### config.mk
export PLATFORM = sky130hd
export DESIGN_NAME = mac_unit
export DESIGN_NICKNAME = d
export VERILOG_FILES = /design/src/mac_divider.v /design/src/mac_unit.v
export VERILOG_INCLUDE_DIRS = /design/src
export SDC_FILE = /design/constraint.sdc
export NUM_CORES = 2
export LEC_CHECK = 0
export BUFFER_PORTS_ARGS = -buffer_cell sky130_fd_sc_hd__buf_2
export CAP_MARGIN = 0
export CORE_MARGIN = 1.5
export CORE_UTILIZATION = 45
export CTS_CLUSTER_DIAMETER = 60
export DETAILED_ROUTE_END_ITERATION = 7
export PLACE_DENSITY = 0.63
export SYNTH_ARGS = -nofsm -noshare
export SYNTH_HDL_FRONTEND = slang
export SYNTH_SLANG_ARGS = --single-unit
export TNS_END_PERCENT = 10
### constraint.sdc
create_clock -name clk -period 31.7 [get_ports clk]
set_input_delay 1.585 -clock clk [delete_from_list [all_inputs] [get_ports clk]]
set_output_delay 1.585 -clock clk [all_outputs]
set_load 0.05 [all_outputs]
### src/mac_defines.vh
`ifndef MAC_DEFINES_VH
`define MAC_DEFINES_VH

// Operation codes presented on op_code.
`define MAC_OP_W          4
`define MAC_OP_NONE       4'h0
`define MAC_OP_MULT       4'h1
`define MAC_OP_MULTU      4'h2
`define MAC_OP_DIV        4'h3
`define MAC_OP_DIVU       4'h4
`define MAC_OP_MFUPPER    4'h5
`define MAC_OP_MFLOWER    4'h6
`define MAC_OP_DIRECT_MUL 4'h7
`define MAC_OP_MULTIPLY_ADD_ACC       4'h8
`define MAC_OP_MADDU      4'h9
`define MAC_OP_MULTIPLY_SUBTRACT_ACC       4'ha
`define MAC_OP_MSUBU      4'hb

// Reset values of the accumulator pair.
`define MAC_UPPER_RST     32'h00000000
`define MAC_LOWER_RST     32'h00000000

// Cycles that busy stays high for one divide, the cycle the result lands included.
`define MAC_DIV_BUSY_CYCLES 6'h21

`endif

### src/mac_divider.v
`timescale 1ns/100ps
`default_nettype none

// Restoring divider, one quotient bit per cycle.
module mac_divider #(
  parameter W = 32
) (
  input  wire         clk,
  input  wire         rst,
  input  wire         start,
  input  wire         signed_op,
  input  wire [W-1:0] dividend,
  input  wire [W-1:0] divisor,
  output reg          busy_r,
  output reg          done_r,
  output reg  [W-1:0] quot_r,
  output reg  [W-1:0] rem_r
);

  reg  [W-1:0] q_r;
  reg  [W-1:0] d_r;
  reg  [W:0]   p_r;
  reg  [5:0]   cnt_r;
  reg          negq_r;
  reg          negr_r;
  wire [W-1:0] a_abs  = (signed_op && dividend[W-1]) ? (~dividend + 1'b1) : dividend;
  wire [W-1:0] b_abs  = (signed_op && divisor[W-1]) ? (~divisor + 1'b1) : divisor;
  wire [W:0]   shl    = {p_r[W-1:0], q_r[W-1]};
  wire [W:0]   diff   = shl - {1'b0, d_r};
  wire [W-1:0] p_fin  = diff[W] ? shl[W-1:0] : diff[W-1:0];
  wire [W-1:0] q_fin  = {q_r[W-2:0], ~diff[W]};

  always @(posedge clk) begin
    if (rst) begin
      busy_r <= 1'b0;
      done_r <= 1'b0;
      quot_r <= {W{1'b0}};
      rem_r  <= {W{1'b0}};
      q_r    <= {W{1'b0}};
      d_r    <= {W{1'b0}};
      p_r    <= {(W+1){1'b0}};
      cnt_r  <= 6'h00;
      negq_r <= 1'b0;
      negr_r <= 1'b0;
    end else begin
      done_r <= 1'b0;
      if (start && !busy_r) begin
        busy_r <= 1'b1;
        q_r    <= a_abs;
        d_r    <= b_abs;
        p_r    <= {(W+1){1'b0}};
        cnt_r  <= W[5:0];
        negq_r <= signed_op && (dividend[W-1] ^ divisor[W-1]);
        negr_r <= signed_op && dividend[W-1];
      end else if (busy_r) begin
        q_r   <= q_fin;
        p_r   <= {1'b0, p_fin};
        cnt_r <= cnt_r - 6'h01;
        if (cnt_r == 6'h01) begin
          busy_r <= 1'b0;
          done_r <= 1'b1;
          quot_r <= negq_r ? (~q_fin + 1'b1) : q_fin;
          rem_r  <= negr_r ? (~p_fin + 1'b1) : p_fin;
        end
      end
    end
  end

endmodule // mac_divider

`default_nettype wire

### src/mac_unit.v
`timescale 1ns/100ps
`default_nettype none
`include "mac_defines.vh"

module mac_unit #(
  parameter W  = 32,
  parameter RW = 5
) (
  input  wire          clk,
  input  wire          rst,
  input  wire          op_valid,
  input  wire [3:0]    op_code,
  input  wire [W-1:0]  op_a,
  input  wire [W-1:0]  op_b,
  input  wire [RW-1:0] op_dest,
  output reg           busy_r,
  output reg           gpr_we_r,
  output reg  [RW-1:0] gpr_waddr_r,
  output reg  [W-1:0]  gpr_wdata_r,
  output reg  [W-1:0]  upper_accumulator_r,
  output reg  [W-1:0]  lower_accumulator_r
);

  // Divide sequencer states.
  localparam [0:0] ST_IDLE    = 1'b0;
  localparam [0:0] ST_DIV     = 1'b1;

  // Sources of the next accumulator pair.
  localparam [2:0] SRC_HOLD   = 3'h0;
  localparam [2:0] SRC_PROD   = 3'h1;
  localparam [2:0] SRC_ADD    = 3'h2;
  localparam [2:0] SRC_SUB    = 3'h3;
  localparam [2:0] SRC_DIV    = 3'h4;

  // Sources of the register-file write data.
  localparam [1:0] WSRC_HOLD  = 2'h0;
  localparam [1:0] WSRC_UPPER = 2'h1;
  localparam [1:0] WSRC_LOWER = 2'h2;
  localparam [1:0] WSRC_PROD  = 2'h3;

  wire            take      = op_valid && !busy_r;
  wire            is_mult_s = (op_code == `MAC_OP_MULT);
  wire            is_multiply_add_acc_s = (op_code == `MAC_OP_MULTIPLY_ADD_ACC);
  wire            is_multiply_subtract_acc_s = (op_code == `MAC_OP_MULTIPLY_SUBTRACT_ACC);
  wire            is_dmul   = (op_code == `MAC_OP_DIRECT_MUL);
  wire            is_div_s  = (op_code == `MAC_OP_DIV);
  wire            is_div_u  = (op_code == `MAC_OP_DIVU);
  wire            sgn_mul   = is_mult_s || is_multiply_add_acc_s || is_multiply_subtract_acc_s || is_dmul;
  wire            div_start = take && (is_div_s || is_div_u);

  // Sign-extended operands let one unsigned multiplier serve both flavours.
  wire [2*W-1:0]  a_ext     = sgn_mul ? {{W{op_a[W-1]}}, op_a} : {{W{1'b0}}, op_a};
  wire [2*W-1:0]  b_ext     = sgn_mul ? {{W{op_b[W-1]}}, op_b} : {{W{1'b0}}, op_b};
  wire [4*W-1:0]  prod_full = a_ext * b_ext;
  wire [2*W-1:0]  prod      = prod_full[2*W-1:0];
  wire [2*W-1:0]  pair      = {upper_accumulator_r, lower_accumulator_r};
  wire [2*W-1:0]  pair_add  = pair + prod;
  wire [2*W-1:0]  pair_sub  = pair - prod;

  wire            div_done;
  wire [W-1:0]    div_q;
  wire [W-1:0]    div_r;

  mac_divider #(
    .W (W)
  ) u_div (
    .clk       (clk),
    .rst       (rst),
    .start     (div_start),
    .signed_op (is_div_s),
    .dividend  (op_a),
    .divisor   (op_b),
    .busy_r    (),
    .done_r    (div_done),
    .quot_r    (div_q),
    .rem_r     (div_r)
  );

  reg [0:0]   state_r;
  reg [0:0]   state_nxt;
  reg [2:0]   pair_src;
  reg [1:0]   wr_src;
  reg         we_nxt;
  reg [W-1:0] upper_nxt;
  reg [W-1:0] lower_nxt;
  reg [W-1:0] wd_nxt;

  // Busy stays up until the divider result has landed in the pair, so that no
  // request can be taken, and lost, in the cycle the pair is written.
  always @* begin
    state_nxt = state_r;
    case (state_r)
      ST_IDLE: begin
        if (div_start) begin
          state_nxt = ST_DIV;
        end
      end
      ST_DIV: begin
        if (div_done) begin
          state_nxt = ST_IDLE;
        end
      end
      default: begin
        state_nxt = ST_IDLE;
      end
    endcase
  end

  always @* begin
    pair_src = SRC_HOLD;
    wr_src   = WSRC_HOLD;
    we_nxt   = 1'b0;
    if (div_done) begin
      pair_src = SRC_DIV;
    end else if (take) begin
      case (op_code)
        `MAC_OP_MULT, `MAC_OP_MULTU: begin
          pair_src = SRC_PROD;
        end
        `MAC_OP_MULTIPLY_ADD_ACC, `MAC_OP_MADDU: begin
          pair_src = SRC_ADD;
        end
        `MAC_OP_MULTIPLY_SUBTRACT_ACC, `MAC_OP_MSUBU: begin
          pair_src = SRC_SUB;
        end
        `MAC_OP_MFUPPER: begin
          we_nxt = 1'b1;
          wr_src = WSRC_UPPER;
        end
        `MAC_OP_MFLOWER: begin
          we_nxt = 1'b1;
          wr_src = WSRC_LOWER;
        end
        `MAC_OP_DIRECT_MUL: begin
          // The pair is left untouched so a running accumulation survives.
          we_nxt = 1'b1;
          wr_src = WSRC_PROD;
        end
        default: begin
          pair_src = SRC_HOLD;
          we_nxt   = 1'b0;
        end
      endcase
    end
  end

  always @* begin
    upper_nxt = upper_accumulator_r;
    lower_nxt = lower_accumulator_r;
    case (pair_src)
      SRC_PROD: begin
        upper_nxt = prod[2*W-1:W];
        lower_nxt = prod[W-1:0];
      end
      SRC_ADD: begin
        upper_nxt = pair_add[2*W-1:W];
        lower_nxt = pair_add[W-1:0];
      end
      SRC_SUB: begin
        upper_nxt = pair_sub[2*W-1:W];
        lower_nxt = pair_sub[W-1:0];
      end
      SRC_DIV: begin
        // Remainder to upper and quotient to lower, as the pair convention expects.
        upper_nxt = div_r;
        lower_nxt = div_q;
      end
      default: begin
        upper_nxt = upper_accumulator_r;
        lower_nxt = lower_accumulator_r;
      end
    endcase
  end

  always @* begin
    wd_nxt = gpr_wdata_r;
    case (wr_src)
      WSRC_UPPER: begin
        wd_nxt = upper_accumulator_r;
      end
      WSRC_LOWER: begin
        wd_nxt = lower_accumulator_r;
      end
      WSRC_PROD: begin
        wd_nxt = prod[W-1:0];
      end
      default: begin
        wd_nxt = gpr_wdata_r;
      end
    endcase
  end

  always @(posedge clk) begin
    if (rst) begin
      state_r <= ST_IDLE;
      busy_r  <= 1'b0;
    end else begin
      state_r <= state_nxt;
      busy_r  <= (state_nxt == ST_DIV);
    end
  end

  always @(posedge clk) begin
    if (rst) begin
      gpr_we_r    <= 1'b0;
      gpr_waddr_r <= {RW{1'b0}};
      gpr_wdata_r <= {W{1'b0}};
    end else begin
      gpr_we_r    <= we_nxt;
      if (take) begin
        gpr_waddr_r <= op_dest;
      end
      gpr_wdata_r <= wd_nxt;
    end
  end

  always @(posedge clk) begin
    if (rst) begin
      upper_accumulator_r <= `MAC_UPPER_RST;
      lower_accumulator_r <= `MAC_LOWER_RST;
    end else begin
      upper_accumulator_r <= upper_nxt;
      lower_accumulator_r <= lower_nxt;
    end
  end

endmodule // mac_unit

`default_nettype wire

==> results.md <==
* Final setup violating endpoints at 0
* Post-CTS sizing at 0
* Share of cells above drive strength 1 at 5.323%
* Setup TNS Final at 0 ns
* Die width at 401.7 um
* Met3 routed WL at 15.85 mm
* Starting Density at 45.26%
* CTS tree: done
* Post-route ant nets at 0
* Core area at 158,000 um^2
* Final design utilization at 47.85%
* CP max stage delay at 0.99 ns
* Syn Inst Count at 8,500
* # nets final at 10.32k
* Synth Area per Inst at 8.414 um^2
* Clock Tree Root: clkbuf_16
* Worst setup SP type: input port
* CP dominant cell by count: fa_1
* Initial antenna violation count at 15
* Top sig layer: met5
* Crit Path Class: in2reg
* Area grow syn2layout at 5.722%
* Seq/Total Area, Yosys at 7.641%
* Max FO, Critical Path at 43
* Full die area at 161,300 um^2
* Critical Path AT at 15.84 ns
* Routed WL at 251.2 mm
* Clock buffer depth at 3
* Hpwl dp at 201.5 mm
* Drt wl/cell at 24.01 um
* DIE HEIGHT at 401.7 um
* DRC at 0
* Inst Count DP at 10.37k
* Total CTS buffers at 42
* Largest net degree at the start of global routing at 96
* Most common cell after layout, fill and taps aside: inv_1
* EDFF count, synth at 0
* Final instance area at 75,620 um^2
* FMAX at 0.06501 GHz
* Port Buffer Count at 178
* H-tree depth at 2
* Global Route Usage Sum at 31.53%
* Initial drt markers at 4,440
* Worst Hold Class: reg2reg
* Status: complete, no violations
* Min cycle time layout at 15.38 ns
* Commonest cells after routing, fill and taps aside: inv_1, fa_1, nand2_1
* Max-slew headroom at 20.52%
* 1st-pass router iterations at 7
* Post-Route M1 WL at 98.92 mm
* Unrepaired setup endpoints after global routing: false
* Final period util at 48.52%
* Dpl cell area at 74,090 um^2
* Row count at 146
* Worst-Skew Late Latency at 0.60 ns
* DR vias/cell at 5.672
* Final global-route overflow total at 0
* DR vias at 59.33k
* Netlist Area Pre-Place at 71,520 um^2
* Clock transition at path regs at 0.06 ns
* Worst Tran Pin Value at 1.192 ns
* Post-synthesis net count at 10.47k
* Vias in the first global route at 62.83k
* Post-CTS setup buffers at 0
* Critical path capture point type: flop
* Synth Register Bits at 273
* Hold Fails Final Rpt at 0
* Max Slew Vio Count at 0
* Routability cong. at 0.9868
* Hold Buf Count CTS at 0
* Io pins at 179
* Worst-path cell with the longest stage delay: fa_1
* Synth async-reset ratio at 0%
* Final std cells w/o fill at 10.46k
* Final Skew at 0.03140 ns
* Top FF cell, synth: dfxtp_1
* Max cap viols at 0
* Distinct cells, synth at 97
* First-pass GRT wire length at 386.1 mm
* Routed wl met2 at 121.7 mm
* Ys Warns at 0
* CP Data Required Time at 32.16 ns
* CTS sink cnt at 273
-- per-stage QoR --
stage | worst slack [ns] | hold slack [ns]
after floorplan | 18.55 | 0.4256
after detailed placement | 15.84 | 0.4431
after CTS | 16.42 | 0.4511
final | 16.32 | 0.4509
after global routing | 15.66 | 0.4738
after global placement | 16.03 | 0.4403
-- routing by layer --
| metal | up-vias | global-route usage, % |
|---|---|---|
| li1 | 26180 | - |
| met1 | 30410 | 39.42 |
| met2 | 2177 | 53.95 |
| met3 | 561 | 3.533 |
| met4 | 4 | 15.82 |
| met5 | - | 0 |
-- kinds of logic (layout without fill, tap and decap cells) --
family / Yosys count / in the layout / synth area share [%]
fa+ha+maj: 1901 / 1901 / 48.20
compound gates: 1378 / 1378 / 12.64
xor+xnor: 297 / 297 / 3.637
other cells: 0 / 9 / 0
mux: 85 / 85 / 1.198
simple gates: 2277 / 2277 / 14.64
flops: 273 / 273 / 7.641
buf+inv: 2289 / 2168 / 12.05
-- sequential cells by signal (all words and copies together) (netlist names) --
name	count
u_div.quot_r	32
gpr_we_r	1
state_r	1
lower_accumulator_r	32
gpr_wdata_r	32
u_div.negq_r	1
u_div.p_r	32
u_div.busy_r	1
u_div.rem_r	32
upper_accumulator_r	32
u_div.q_r	32
u_div.cnt_r	6
u_div.negr_r	1
u_div.done_r	1
u_div.d_r	32
gpr_waddr_r	5
-- critical path: cells and delay by family --
| kind | cells | cell delay [ns] |
|---|---|---|
| buf+inv | 10 | 1.78 |
| fa+ha+maj | 12 | 6.41 |
| xor+xnor | 1 | 0.68 |
| simple gates | 7 | 1.94 |
| mux | 1 | 0.17 |
| compound gates | 12 | 3.22 |
-- area by class of cell --
type | count | area (um^2)
fill | 15390 | 82400
clock buffer | 47 | 1121
timing repair buffer | 294 | 1768
sequential | 273 | 5470
antenna | 9 | 22.52
inverter | 1797 | 6745
tap | 2072 | 2592
multi-input combinational | 5938 | 57520
clock inverter | 30 | 380.4
-- synth_stat cells, types with 37 or more instances --
master	count	area share, %
or3_1	39	0.34
clkbuf_1	432	2.3
a21o_1	101	1.1
a21oi_1	419	2.9
nor3_1	87	0.61
o21bai_1	52	0.55
buf_1	51	0.27
nand2b_1	37	0.32
o21ai_0	202	1.4
inv_1	1792	9.4
o31ai_1	49	0.51
fa_1	1425	40
nand3_1	75	0.52
nand2_1	1008	5.3
mux2i_1	80	1.1
and2_1	354	3.1
xnor2_1	182	2.2
a211oi_1	177	1.9
nor2b_1	38	0.33
a31oi_1	44	0.38
ha_1	473	8.3
nor2_1	473	2.5
dfxtp_1	273	7.6
xor2_1	115	1.4
-- final timing paths --
kind                      start                       to  slack (ns)  depth (start not counted)
setup / recovery     op_code[0]  upper_accumulator_r[28]       16.32                         43
hold / removal    u_div.d_r[26]            u_div.d_r[26]        0.45                          2
setup reg to reg  u_div.q_r[31]         u_div.quot_r[28]       25.19                         23
hold reg to reg   u_div.d_r[26]            u_div.d_r[26]        0.45                          2
Power is not shown: default switching activity piles up to over one toggle a cycle in this logic, so the estimate is an artifact.
